[src/rtl/sbmb_pkg.sv]
// shared constants for the serial boot-mode and baud block
package sbmb_pkg;
    // ------------------------------------------------------------
    // clocks and baud reference
    // ------------------------------------------------------------
    localparam int unsigned SYS_CLK_HZ    = 20_000_000;
    localparam int unsigned CRYSTAL_HZ    = 40_000_000;
    localparam int unsigned REF_PRESCALE  = 32;
    localparam int unsigned REF_HZ        = CRYSTAL_HZ / REF_PRESCALE;
    localparam int unsigned REF_TICK_CYC  = SYS_CLK_HZ / REF_HZ;
    // ------------------------------------------------------------
    // widths and frame
    // ------------------------------------------------------------
    localparam int unsigned W             = 22;
    localparam int unsigned TMR_W         = W + 4;
    localparam int unsigned CNT_W         = 24;
    localparam logic [3:0]  FRAME_BITS    = 4'ha;
    localparam logic [3:0]  STOP_IDX      = 4'h9;
    // ------------------------------------------------------------
    // rates and timing
    // ------------------------------------------------------------
    localparam int unsigned DEBUG_BAUD    = 9600;
    localparam int unsigned DEFAULT_BAUD  = 9600;
    localparam int unsigned MIN_BAUD      = 110;
    localparam int unsigned MAX_BAUD      = 625_000;
    localparam int unsigned TOL_PCT       = 2;
    localparam int unsigned PCT_SCALE     = 100;
    localparam logic [W-1:0] DEBUG_DIV    = W'((REF_HZ + DEBUG_BAUD / 2) / DEBUG_BAUD);
    localparam logic [W-1:0] DEFAULT_DIV  = W'((REF_HZ + DEFAULT_BAUD / 2) / DEFAULT_BAUD);
    localparam int unsigned ACK_WINDOW_MS = 500;
    localparam int unsigned ACK_WINDOW_CYC = (SYS_CLK_HZ / 1000) * ACK_WINDOW_MS;
    localparam logic [CNT_W-1:0] SELFTEST_CYC = 24'h000040;
    // ------------------------------------------------------------
    // handshake bytes and status message
    // ------------------------------------------------------------
    localparam logic [7:0]  INVITE_BYTE   = 8'h00;
    localparam logic [7:0]  ACK_BYTE      = 8'h4f;
    localparam int unsigned MSG_LEN       = 32;
    localparam int unsigned MSG_AW        = 5;
    localparam logic [MSG_AW-1:0] MSG_LAST = 5'h1f;
    // ------------------------------------------------------------
    // register map and fields
    // ------------------------------------------------------------
    localparam logic [7:0]  ADDR_RATE     = 8'h00;
    localparam logic [7:0]  ADDR_DIV      = 8'h04;
    localparam logic [7:0]  ADDR_STATUS   = 8'h08;
    localparam logic [7:0]  ADDR_TXDATA   = 8'h0c;
    localparam logic [7:0]  ADDR_RXDATA   = 8'h10;
    localparam int unsigned ST_CFG        = 0;
    localparam int unsigned ST_DBG        = 1;
    localparam int unsigned ST_RUN        = 2;
    localparam int unsigned ST_DIV_BUSY   = 3;
    localparam int unsigned ST_RATE_OK    = 4;
    localparam int unsigned ST_REFUSED    = 5;
    localparam int unsigned ST_TX_BUSY    = 6;
    localparam int unsigned ST_IN_RANGE   = 7;
    localparam int unsigned RX_FULL_BIT   = 8;
endpackage

[src/rtl/sbmb_rom_if.sv]
// status message store port bundle
`timescale 1ns/1ns
interface sbmb_rom_if import sbmb_pkg::*; ();
    logic [MSG_AW-1:0] addr;
    logic [7:0]        data;
    modport reader (output addr, input data);
    modport store  (input addr, output data);
endinterface

[src/rtl/sbmb_boot_baud.sv]
// boot-mode selection, debug handshake, status message and baud divisor
//
// Functional notes
// [RULE_01] after self-test, send one 0x00 invitation byte on the debug port
// [RULE_02] ack byte 0x4F within 500 ms of invitation enters debug mode
// [RULE_03] timeout or any other byte continues normal startup without debug
// [RULE_04] debug mode stops automatic script execution; debugger bytes drive it
// [RULE_05] debug link fixed at 9600 baud, 8 data, no parity, 1 stop
// [RULE_06] host disables hardware and software flow control on its port
// [RULE_07] setup select pin low at reset starts configuration mode, no application
// [RULE_08] configuration mode passes main port bytes on as setup data
// [RULE_09] configuration start sends a text status message on the main port
// [RULE_10] baud reference is crystal divided by 32, 1.25 MHz from 40 MHz
// [RULE_11] divisor is reference over requested rate, rounded half up
// [RULE_12] any integer rate accepted; nearest achievable divisor chosen; code refuses a zero rate and any rate whose rounded divisor is 0
// [RULE_13] deviation under 2 percent is flagged acceptable
// [RULE_14] main port defaults to 9600 baud, reprogrammable at run time
// [RULE_15] main port spans 110 baud to 625 kbaud; chosen rate held
//
// The strobed register port and the address map are this design's own decisions.
`timescale 1ns/1ns
module sbmb_boot_baud
    import sbmb_pkg::*;
#(
    parameter int unsigned ACK_WINDOW_CYCLES = ACK_WINDOW_CYC
)(
    input  wire logic        sys_clk,
    input  wire logic        rst_n,
    input  wire logic        setupSelectPinN,
    input  wire logic        debugRxd,
    output logic             debugTxd,
    input  wire logic        mainRxd,
    output logic             mainTxd,
    input  wire logic [7:0]  regAddr,
    input  wire logic [31:0] regWdata,
    input  wire logic        regWrite,
    input  wire logic        regRead,
    output logic [31:0]      regRdata,
    output logic             setup_select_pin,
    output logic             debugMode,
    output logic             scriptRun,
    output logic             debugByteValid,
    output logic [7:0]       debugByte,
    output logic             cfgByteValid,
    output logic [7:0]       cfgByte
);
    // ------------------------------------------------------------
    // declarations
    // ------------------------------------------------------------
    typedef enum logic [2:0] {
        S_CAPTURE, S_SELFTEST, S_INVITE, S_ACK_WAIT,
        S_MSG_FETCH, S_MSG_SEND, S_CONFIG, S_DEBUG_RUN
    } sbmb_state_type;
    localparam sbmb_state_type S_RUN = S_DEBUG_RUN;

    sbmb_state_type     state_reg;
    logic               inDebug_reg;
    logic               cfgSel_reg;
    logic [CNT_W-1:0]   waitCnt_reg;
    logic [MSG_AW-1:0]  msgIdx_reg;
    logic [W-1:0]       mainDiv_reg;
    logic [W-1:0]       rate_reg;
    logic [W-1:0]       halfRate_reg;
    logic [W-1:0]       divNum_reg;
    logic [W-1:0]       divQuo_reg;
    logic [W-1:0]       divRem_reg;
    logic [4:0]         divCnt_reg;
    logic               divBusy_reg;
    logic               divDone_reg;
    logic               rateOk_reg;
    logic               refused_reg;
    logic               inRange_reg;
    logic [7:0]         rxHold_reg;
    logic               rxFull_reg;
    logic [31:0]        statusWord;
    logic [W-1:0]       errAbs;
    logic [1:0]         txStart;
    logic [1:0]         txBusy;
    logic [1:0]         rxValid;
    logic [1:0]         rxd;
    logic [1:0]         txd;
    logic [7:0]         txByte [2];
    logic [7:0]         rxData [2];
    logic [W-1:0]       chDiv [2];
    logic               msgSend;
    logic               hostTx;
    logic               rateWr;
    logic [W:0]         remShift;
    logic               remFits;
    logic               ackSeen;

    sbmb_rom_if romBus ();

    sbmb_status_rom uRom (
        .sys_clk (sys_clk),
        .romPort (romBus)
    );

    // ------------------------------------------------------------
    // startup sequence
    // ------------------------------------------------------------
    assign ackSeen = rxValid[0] && (rxData[0] == ACK_BYTE);
    assign msgSend = (state_reg == S_MSG_SEND) && !txBusy[1];
    assign romBus.addr = msgIdx_reg;

    always_ff @(posedge sys_clk or negedge rst_n) begin
        if (!rst_n) begin
            state_reg   <= S_CAPTURE;
            inDebug_reg <= 1'b0;
            cfgSel_reg  <= 1'b0;
            waitCnt_reg <= '0;
            msgIdx_reg  <= '0;
        end else begin
            case (state_reg)
                S_CAPTURE: begin
                    // pin level caught on the first clock after release
                    cfgSel_reg  <= !setupSelectPinN; // [RULE_07]
                    waitCnt_reg <= '0;
                    state_reg   <= S_SELFTEST;
                end
                S_SELFTEST: begin
                    if (waitCnt_reg == SELFTEST_CYC - 1'b1) begin
                        waitCnt_reg <= '0;
                        msgIdx_reg  <= '0;
                        state_reg   <= cfgSel_reg ? S_MSG_FETCH : S_INVITE; // [RULE_07]
                    end else begin
                        waitCnt_reg <= waitCnt_reg + 1'b1;
                    end
                end
                S_INVITE: begin
                    waitCnt_reg <= '0;
                    state_reg   <= S_ACK_WAIT; // [RULE_01]
                end
                S_ACK_WAIT: begin
                    // window opens with the invitation byte itself
                    if (rxValid[0]) begin
                        inDebug_reg <= ackSeen; // [RULE_02] [RULE_03]
                        state_reg   <= S_DEBUG_RUN;
                    end else if (waitCnt_reg == CNT_W'(ACK_WINDOW_CYCLES - 1)) begin
                        state_reg   <= S_RUN; // [RULE_03]
                    end else begin
                        waitCnt_reg <= waitCnt_reg + 1'b1;
                    end
                end
                S_MSG_FETCH: begin
                    state_reg <= S_MSG_SEND;
                end
                S_MSG_SEND: begin
                    if (msgSend) begin
                        msgIdx_reg <= msgIdx_reg + 1'b1;
                        state_reg  <= (msgIdx_reg == MSG_LAST) ? S_CONFIG : S_MSG_FETCH; // [RULE_09]
                    end
                end
                S_CONFIG, S_DEBUG_RUN: begin
                    state_reg <= state_reg;
                end
                default: begin
                    state_reg <= S_CAPTURE;
                end
            endcase
        end
    end

    // ------------------------------------------------------------
    // mode outputs and byte forwarding
    // ------------------------------------------------------------
    always_ff @(posedge sys_clk or negedge rst_n) begin
        if (!rst_n) begin
            setup_select_pin     <= 1'b0;
            debugMode      <= 1'b0;
            scriptRun      <= 1'b0;
            debugByteValid <= 1'b0;
            debugByte      <= '0;
            cfgByteValid   <= 1'b0;
            cfgByte        <= '0;
        end else begin
            setup_select_pin     <= (state_reg == S_CONFIG); // [RULE_07]
            debugMode      <= (state_reg == S_DEBUG_RUN) && inDebug_reg;
            // halted scripts only move on bytes from the debugger
            scriptRun      <= (state_reg == S_RUN) && !inDebug_reg; // [RULE_04]
            debugByteValid <= rxValid[0] && (state_reg == S_DEBUG_RUN) && inDebug_reg; // [RULE_04]
            debugByte      <= rxData[0];
            cfgByteValid   <= rxValid[1] && (state_reg == S_CONFIG); // [RULE_08]
            cfgByte        <= rxData[1];
        end
    end

    // ------------------------------------------------------------
    // baud divisor: restoring divide, one quotient bit per clock
    // ------------------------------------------------------------
    assign rateWr   = regWrite && (regAddr == ADDR_RATE) && !divBusy_reg && (regWdata[W-1:0] != '0);
    assign remShift = {divRem_reg, divNum_reg[W-1]};
    assign remFits  = remShift >= {1'b0, rate_reg};

    always_ff @(posedge sys_clk or negedge rst_n) begin
        if (!rst_n) begin
            rate_reg     <= W'(DEFAULT_BAUD);
            halfRate_reg <= '0;
            divNum_reg   <= '0;
            divQuo_reg   <= '0;
            divRem_reg   <= '0;
            divCnt_reg   <= '0;
            divBusy_reg  <= 1'b0;
            divDone_reg  <= 1'b0;
        end else begin
            divDone_reg <= divBusy_reg && (divCnt_reg == 5'(W - 1));
            if (rateWr) begin
                rate_reg     <= regWdata[W-1:0];
                halfRate_reg <= {1'b0, regWdata[W-1:1]};
                // adding half the rate gives round-half-up
                divNum_reg   <= W'(REF_HZ) + {1'b0, regWdata[W-1:1]}; // [RULE_10] [RULE_11]
                divRem_reg   <= '0;
                divCnt_reg   <= '0;
                divBusy_reg  <= 1'b1;
            end else if (divBusy_reg) begin
                divNum_reg <= {divNum_reg[W-2:0], 1'b0};
                divRem_reg <= remFits ? W'(remShift - {1'b0, rate_reg}) : remShift[W-1:0];
                divQuo_reg <= {divQuo_reg[W-2:0], remFits}; // [RULE_11]
                divBusy_reg <= (divCnt_reg != 5'(W - 1));
                divCnt_reg <= divCnt_reg + 1'b1;
            end
        end
    end

    // reference minus divisor times rate, as a magnitude
    assign errAbs = (divRem_reg >= halfRate_reg) ? divRem_reg - halfRate_reg : halfRate_reg - divRem_reg;

    always_ff @(posedge sys_clk or negedge rst_n) begin
        if (!rst_n) begin
            mainDiv_reg <= DEFAULT_DIV; // [RULE_14]
            rateOk_reg  <= 1'b1;
            inRange_reg <= 1'b1;
            refused_reg <= 1'b0;
        end else if (divDone_reg) begin
            if (divQuo_reg != '0) begin
                // held until software asks for another rate
                mainDiv_reg <= divQuo_reg; // [RULE_12] [RULE_15]
                rateOk_reg  <= 48'(errAbs) * 48'(PCT_SCALE) < 48'(TOL_PCT) * 48'(divQuo_reg) * 48'(rate_reg); // [RULE_13]
                inRange_reg <= (rate_reg >= W'(MIN_BAUD)) && (rate_reg <= W'(MAX_BAUD)); // [RULE_15]
                refused_reg <= 1'b0;
            end else begin
                refused_reg <= 1'b1;
            end
        end else if (regWrite && (regAddr == ADDR_RATE) && !rateWr) begin
            refused_reg <= 1'b1;
        end
    end

    // ------------------------------------------------------------
    // serial channels: 0 debug, 1 main
    // ------------------------------------------------------------
    assign hostTx    = regWrite && (regAddr == ADDR_TXDATA) && !txBusy[1] && (state_reg != S_MSG_SEND);
    assign txStart   = {msgSend || hostTx, state_reg == S_INVITE};
    assign txByte[0] = INVITE_BYTE; // [RULE_01]
    assign txByte[1] = msgSend ? romBus.data : regWdata[7:0];
    assign chDiv[0]  = DEBUG_DIV; // [RULE_05]
    assign chDiv[1]  = mainDiv_reg; // [RULE_14]
    assign rxd       = {mainRxd, debugRxd};
    assign debugTxd  = txd[0];
    assign mainTxd   = txd[1];

    for (genvar ch = 0; ch < 2; ch++) begin : g_chan
        logic [TMR_W-1:0] txCnt_reg;
        logic [3:0]       txBits_reg;
        logic [9:0]       txShift_reg;
        logic [TMR_W-1:0] rxCnt_reg;
        logic [3:0]       rxBits_reg;
        logic [7:0]       rxShift_reg;
        logic             rxBusy_reg;
        logic             rxValid_reg;
        logic [TMR_W-1:0] bitCyc;
        logic [TMR_W-1:0] rxTarget;

        assign bitCyc   = TMR_W'(chDiv[ch]) * TMR_W'(REF_TICK_CYC); // [RULE_10]
        assign rxTarget = (rxBits_reg == '0) ? {1'b0, bitCyc[TMR_W-1:1]} : bitCyc;

        // 8N1 only: start, eight data lsb first, one stop
        always_ff @(posedge sys_clk or negedge rst_n) begin
            if (!rst_n) begin
                txCnt_reg   <= '0;
                txBits_reg  <= '0;
                txShift_reg <= '1;
            end else if (txBits_reg == '0) begin
                if (txStart[ch]) begin
                    txShift_reg <= {1'b1, txByte[ch], 1'b0}; // [RULE_05]
                    txBits_reg  <= FRAME_BITS;
                    txCnt_reg   <= '0;
                end
            end else if (txCnt_reg >= bitCyc - 1'b1) begin
                txCnt_reg   <= '0;
                txShift_reg <= {1'b1, txShift_reg[9:1]};
                txBits_reg  <= txBits_reg - 1'b1;
            end else begin
                txCnt_reg <= txCnt_reg + 1'b1;
            end
        end

        // mid-bit sampling; a start bit high again at mid-bit is dropped
        always_ff @(posedge sys_clk or negedge rst_n) begin
            if (!rst_n) begin
                rxCnt_reg   <= '0;
                rxBits_reg  <= '0;
                rxShift_reg <= '0;
                rxBusy_reg  <= 1'b0;
                rxValid_reg <= 1'b0;
            end else begin
                rxValid_reg <= 1'b0;
                if (!rxBusy_reg) begin
                    rxBusy_reg <= !rxd[ch];
                    rxCnt_reg  <= '0;
                    rxBits_reg <= '0;
                end else if (rxCnt_reg < rxTarget - 1'b1) begin
                    rxCnt_reg <= rxCnt_reg + 1'b1;
                end else begin
                    rxCnt_reg <= '0;
                    if (rxBits_reg == '0) begin
                        rxBusy_reg <= !rxd[ch];
                        rxBits_reg <= 4'h1;
                    end else if (rxBits_reg != STOP_IDX) begin
                        rxShift_reg <= {rxd[ch], rxShift_reg[7:1]};
                        rxBits_reg  <= rxBits_reg + 1'b1;
                    end else begin
                        // framing error drops the byte silently
                        rxBusy_reg  <= 1'b0;
                        rxValid_reg <= rxd[ch]; // [RULE_05]
                    end
                end
            end
        end

        assign txd[ch]    = txShift_reg[0];
        assign txBusy[ch] = (txBits_reg != '0);
        assign rxValid[ch] = rxValid_reg;
        assign rxData[ch] = rxShift_reg;
    end

    // ------------------------------------------------------------
    // register port
    // ------------------------------------------------------------
    always_comb begin
        statusWord              = '0;
        statusWord[ST_CFG]      = setup_select_pin;
        statusWord[ST_DBG]      = debugMode;
        statusWord[ST_RUN]      = scriptRun;
        statusWord[ST_DIV_BUSY] = divBusy_reg || divDone_reg;
        statusWord[ST_RATE_OK]  = rateOk_reg;
        statusWord[ST_REFUSED]  = refused_reg;
        statusWord[ST_TX_BUSY]  = txBusy[1];
        statusWord[ST_IN_RANGE] = inRange_reg;
    end

    always_ff @(posedge sys_clk or negedge rst_n) begin
        if (!rst_n) begin
            rxHold_reg <= '0;
            rxFull_reg <= 1'b0;
        end else if (rxValid[1]) begin
            // a new byte wins over a read in the same cycle
            rxHold_reg <= rxData[1];
            rxFull_reg <= 1'b1;
        end else if (regRead && (regAddr == ADDR_RXDATA)) begin
            rxFull_reg <= 1'b0;
        end
    end

    always_ff @(posedge sys_clk or negedge rst_n) begin
        if (!rst_n) begin
            regRdata <= '0;
        end else if (regRead) begin
            case (regAddr)
                ADDR_RATE:   regRdata <= 32'(rate_reg);
                ADDR_DIV:    regRdata <= 32'(mainDiv_reg);
                ADDR_STATUS: regRdata <= statusWord;
                ADDR_RXDATA: regRdata <= {23'h000000, rxFull_reg, rxHold_reg};
                default:     regRdata <= '0;
            endcase
        end else begin
            regRdata <= '0;
        end
    end
endmodule

[src/rtl/sbmb_status_rom.sv]
// status message text store with registered read data
`timescale 1ns/1ns
module sbmb_status_rom
    import sbmb_pkg::*;
(
    input wire logic    sys_clk,
    sbmb_rom_if.store   romPort
);
    // firmware, script, author, version, date and serial fields; values arbitrary
    localparam logic [8*MSG_LEN-1:0] MSG_TEXT = "FW1 S=empty A=none V=1 D=0 N=0\r\n";

    always_ff @(posedge sys_clk) begin
        romPort.data <= MSG_TEXT[8*(MSG_LEN-1-int'(romPort.addr)) +: 8];
    end
endmodule

[config.mk]
export PLATFORM = sky130hd
export DESIGN_NAME = sbmb_boot_baud
export DESIGN_NICKNAME = d
export VERILOG_FILES = /design/src/rtl/sbmb_pkg.sv /design/src/rtl/sbmb_rom_if.sv /design/src/rtl/sbmb_boot_baud.sv /design/src/rtl/sbmb_status_rom.sv
export SDC_FILE = /design/constraint.sdc
export NUM_CORES = 2
export LEC_CHECK = 0
export ABC_AREA = 1
export ABC_CLOCK_PERIOD_IN_PS = 20200
export BUFFER_PORTS_ARGS = -buffer_cell sky130_fd_sc_hd__buf_2
export CAP_MARGIN = 40
export CORE_ASPECT_RATIO = 1.2
export CORE_UTILIZATION = 39
export CTS_BUF_LIST = sky130_fd_sc_hd__clkbuf_16
export DETAILED_ROUTE_END_ITERATION = 8
export GPL_TIMING_DRIVEN = 0
export HOLD_SLACK_MARGIN = 0.12
export PLACE_DENSITY_LB_ADDON = 0.3
export SYNTH_ARGS = -nofsm -noshare
export SYNTH_HDL_FRONTEND = slang
export SYNTH_SLANG_ARGS = --single-unit
[constraint.sdc]
create_clock -name sys_clk -period 20.2 [get_ports sys_clk]
set_clock_uncertainty 0.1 [all_clocks]
set_input_delay 5.05 -clock sys_clk [delete_from_list [all_inputs] [get_ports sys_clk]]
set_output_delay 5.05 -clock sys_clk [all_outputs]
set_load 0.01 [all_outputs]
==> impl_metrics.env <==
export IMPL_yosys_warnings=0
export IMPL_wl_met1_mm=54.2
export IMPL_r2r_setup_slack_ps=11460
export IMPL_wl_per_cell_microns=17.5
export IMPL_syn_area_sq_um=42900
export IMPL_final_util_pct=42.9
export IMPL_clock_latency_ps=560
export IMPL_io_pin_count=102
export IMPL_dieArea_sq_um=111000
export IMPL_antenna_found_initial=5
export IMPL_r2r_start="rate_reg[18]"
export IMPL_place_ws_ps=11520
export IMPL_cts_tree="yes"
export IMPL_clock_sinks=375
export IMPL_core_region_area_sq_um=109000
export IMPL_finalCritPeriodShare_pct=43.2
export IMPL_drv_slew=0
export IMPL_outcome="completed"
export IMPL_worst_r2r_cell_count=29
export IMPL_die_w_microns=305
export IMPL_final_nets=6690
export IMPL_h_tree_depth=2
export IMPL_hold_viol=0
export IMPL_post_drt_via_cell_ratio=5.05
export IMPL_drtIter0Drc=2747
export IMPL_synth_async_reset_ratio_pct=98.1
export IMPL_post_route_min_period_ps=8740
export IMPL_hold_path_class="flop to flop"
export IMPL_first_pass_iters=6
export IMPL_maxCapViolCount=0
export IMPL_num_vias=36785
export IMPL_drc_errors=0
export IMPL_final_cell_mix="1401 x nand2_1, 1257 x inv_1, 417 x fa_1"
export IMPL_slew_headroom_pct=36.2
export IMPL_grt_usage_pct=23.3
export IMPL_grt_pass1_vias=37377
export IMPL_synthCells=5689
export IMPL_worstHoldEndpoint="debugByte[5]"
export IMPL_grt_start_max_net_pins=110
export IMPL_rsz0062_at_grt="no"
export IMPL_crit_top_cell="fa_1"
export IMPL_cpPeakStageDelay_ps=640
export IMPL_final_seq_area_sq_um=9380
export IMPL_endpoint_kind="flop"
export IMPL_clock_root_buffer="clkbuf_16"
export IMPL_setup_tns_final_ps=0
export IMPL_antenna_left=0
export IMPL_required_ps=20590
export IMPL_reg2reg_to="rateOk_reg"
export IMPL_multiInputGateArea_sq_um=27900
export IMPL_ys_ff_latch=375
export IMPL_overflow=0
export IMPL_startpoint_type="flop"
export IMPL_drive_gt1_share_pct=5.07
export IMPL_synth_edf_count=0
export IMPL_clk_pin_slew_ps=70
export IMPL_final_common_cell="nand2_1"
export IMPL_cts_hold_buf=0
export IMPL_cts_buffers=39
export IMPL_area_growth_pct=8.49
export IMPL_wl_met2_mm=61.5
export IMPL_yosysTopAreaCellShare_pct=20.0
export IMPL_cts_buffer_depth=3
export IMPL_post_cts_buffers=0
export IMPL_worstSetupPathType="flop to flop"
export IMPL_ys_flop_type="dfrtp_1"
export IMPL_clock_fmax_ghz=0.114
export IMPL_setup_viol=0
export IMPL_cp_arrival_ps=9130
export IMPL_initial_core_util_pct=39.5
export IMPL_fp_dieH_microns=365
export IMPL_worst_path_buf_inv=5
export IMPL_gp_congestion=1.03
export IMPL_critical_path_top_delay_family="adder cells"
export IMPL_top_layer="met5"
export IMPL_worst_slew_pin_slew_ps=954
export IMPL_cpMaxStageDelayCell="fa_1"
export IMPL_min_delay_start="g_chan[0].rxShift_reg[5]"
export IMPL_hold_depth=0
export IMPL_dr_wl_met3_mm=6.26
export IMPL_syn_avg_cell_area_sq_um=7.54
export IMPL_critPathLaunch="rate_reg[18]"
export IMPL_synthTopCellsByArea="dfrtp_1 20%, fa_1 19%, nand2_1 12%"
export IMPL_synth_seq_area_share_pct=21.9
export IMPL_crit_fanout=10
export IMPL_rows=132
export IMPL_wirelength_mm=127
export IMPL_grt_pass1_wl_mm=205
export IMPL_post_cts_resized=0
export IMPL_io_buffers=81
export IMPL_nFillCells=11067
export IMPL_synth_cell_types=67
export IMPL_synth_largest_area_cell="dfrtp_1"
export IMPL_dpl_hpwl_mm=105
export IMPL_setup_slack_ps=11460
-- cell usage after synthesis (65+ instances only) --
| master | n |
|---|---|
| nand4_1 | 65 |
| nand3_1 | 175 |
| dfrtp_1 | 342 |
| ha_1 | 382 |
| a21oi_1 | 246 |
| inv_1 | 1249 |
| nor3_1 | 70 |
| nor2_1 | 321 |
| xor2_1 | 123 |
| clkbuf_1 | 158 |
| fa_1 | 417 |
| o21ai_0 | 258 |
| nand2_1 | 1401 |
| xnor2_1 | 65 |
-- worst max-delay path by stage --
stage | to | cells after the start
after global placement | regRdata[20] | 1
final | rateOk_reg | 29
after detailed placement | rateOk_reg | 29
after CTS | rateOk_reg | 29
after floorplan | rateOk_reg | 32
after global routing | rateOk_reg | 30
-- cells by family (layout without fill, tap and decap cells) --
family                     count (synthesis)  in the layout  share of synthesized area [%]
AOI/OAI and AO/OA                        693            693                           9.15
xor gates and xnor gates                 188            188                           3.84
adders and majority gates                799            799                           30.6
buffers and inverters                   1472           1633                           13.2
DFF                                      375            375                           21.9
muxes                                      3              3                         0.0788
other                                      1             26                        0.00875
and+or+nand+nor                         2158           2158                           21.2
-- layer usage --
metal | GRT usage (%) | vias to the layer above
met5 | 0 | -
met4 | 8.67 | 2
met3 | 2.64 | 273
met2 | 40.7 | 968
met1 | 29.5 | 17755
li1 | - | 17787
-- metrics by stage --
step | std cells | instance area (sq um) | hold slack, ps
after detailed placement | 7210 | 45300 | 268
final | 7282 | 46500 | 281
after global placement | 7199 | 45100 | 266
after floorplan | 5711 | 43000 | 254
after CTS | 7279 | 46500 | 286
after global routing | 7282 | 46500 | 295
-- layout make-up --
cell class | count | share of cell area [%]
antenna | 3 | 0.0161
clock buffer | 39 | 2.10
sequential | 375 | 20.2
tap | 1407 | 3.79
inverter | 1262 | 10.2
buffer | 210 | 1.96
clock inverter | 30 | 0.503
timing repair buffer | 92 | 1.25
multi-input combinational | 3864 | 60.0
Power is left out: the tool's default activity adds up to more than one toggle a clock period on the data nets, which glitch-free logic cannot reach.
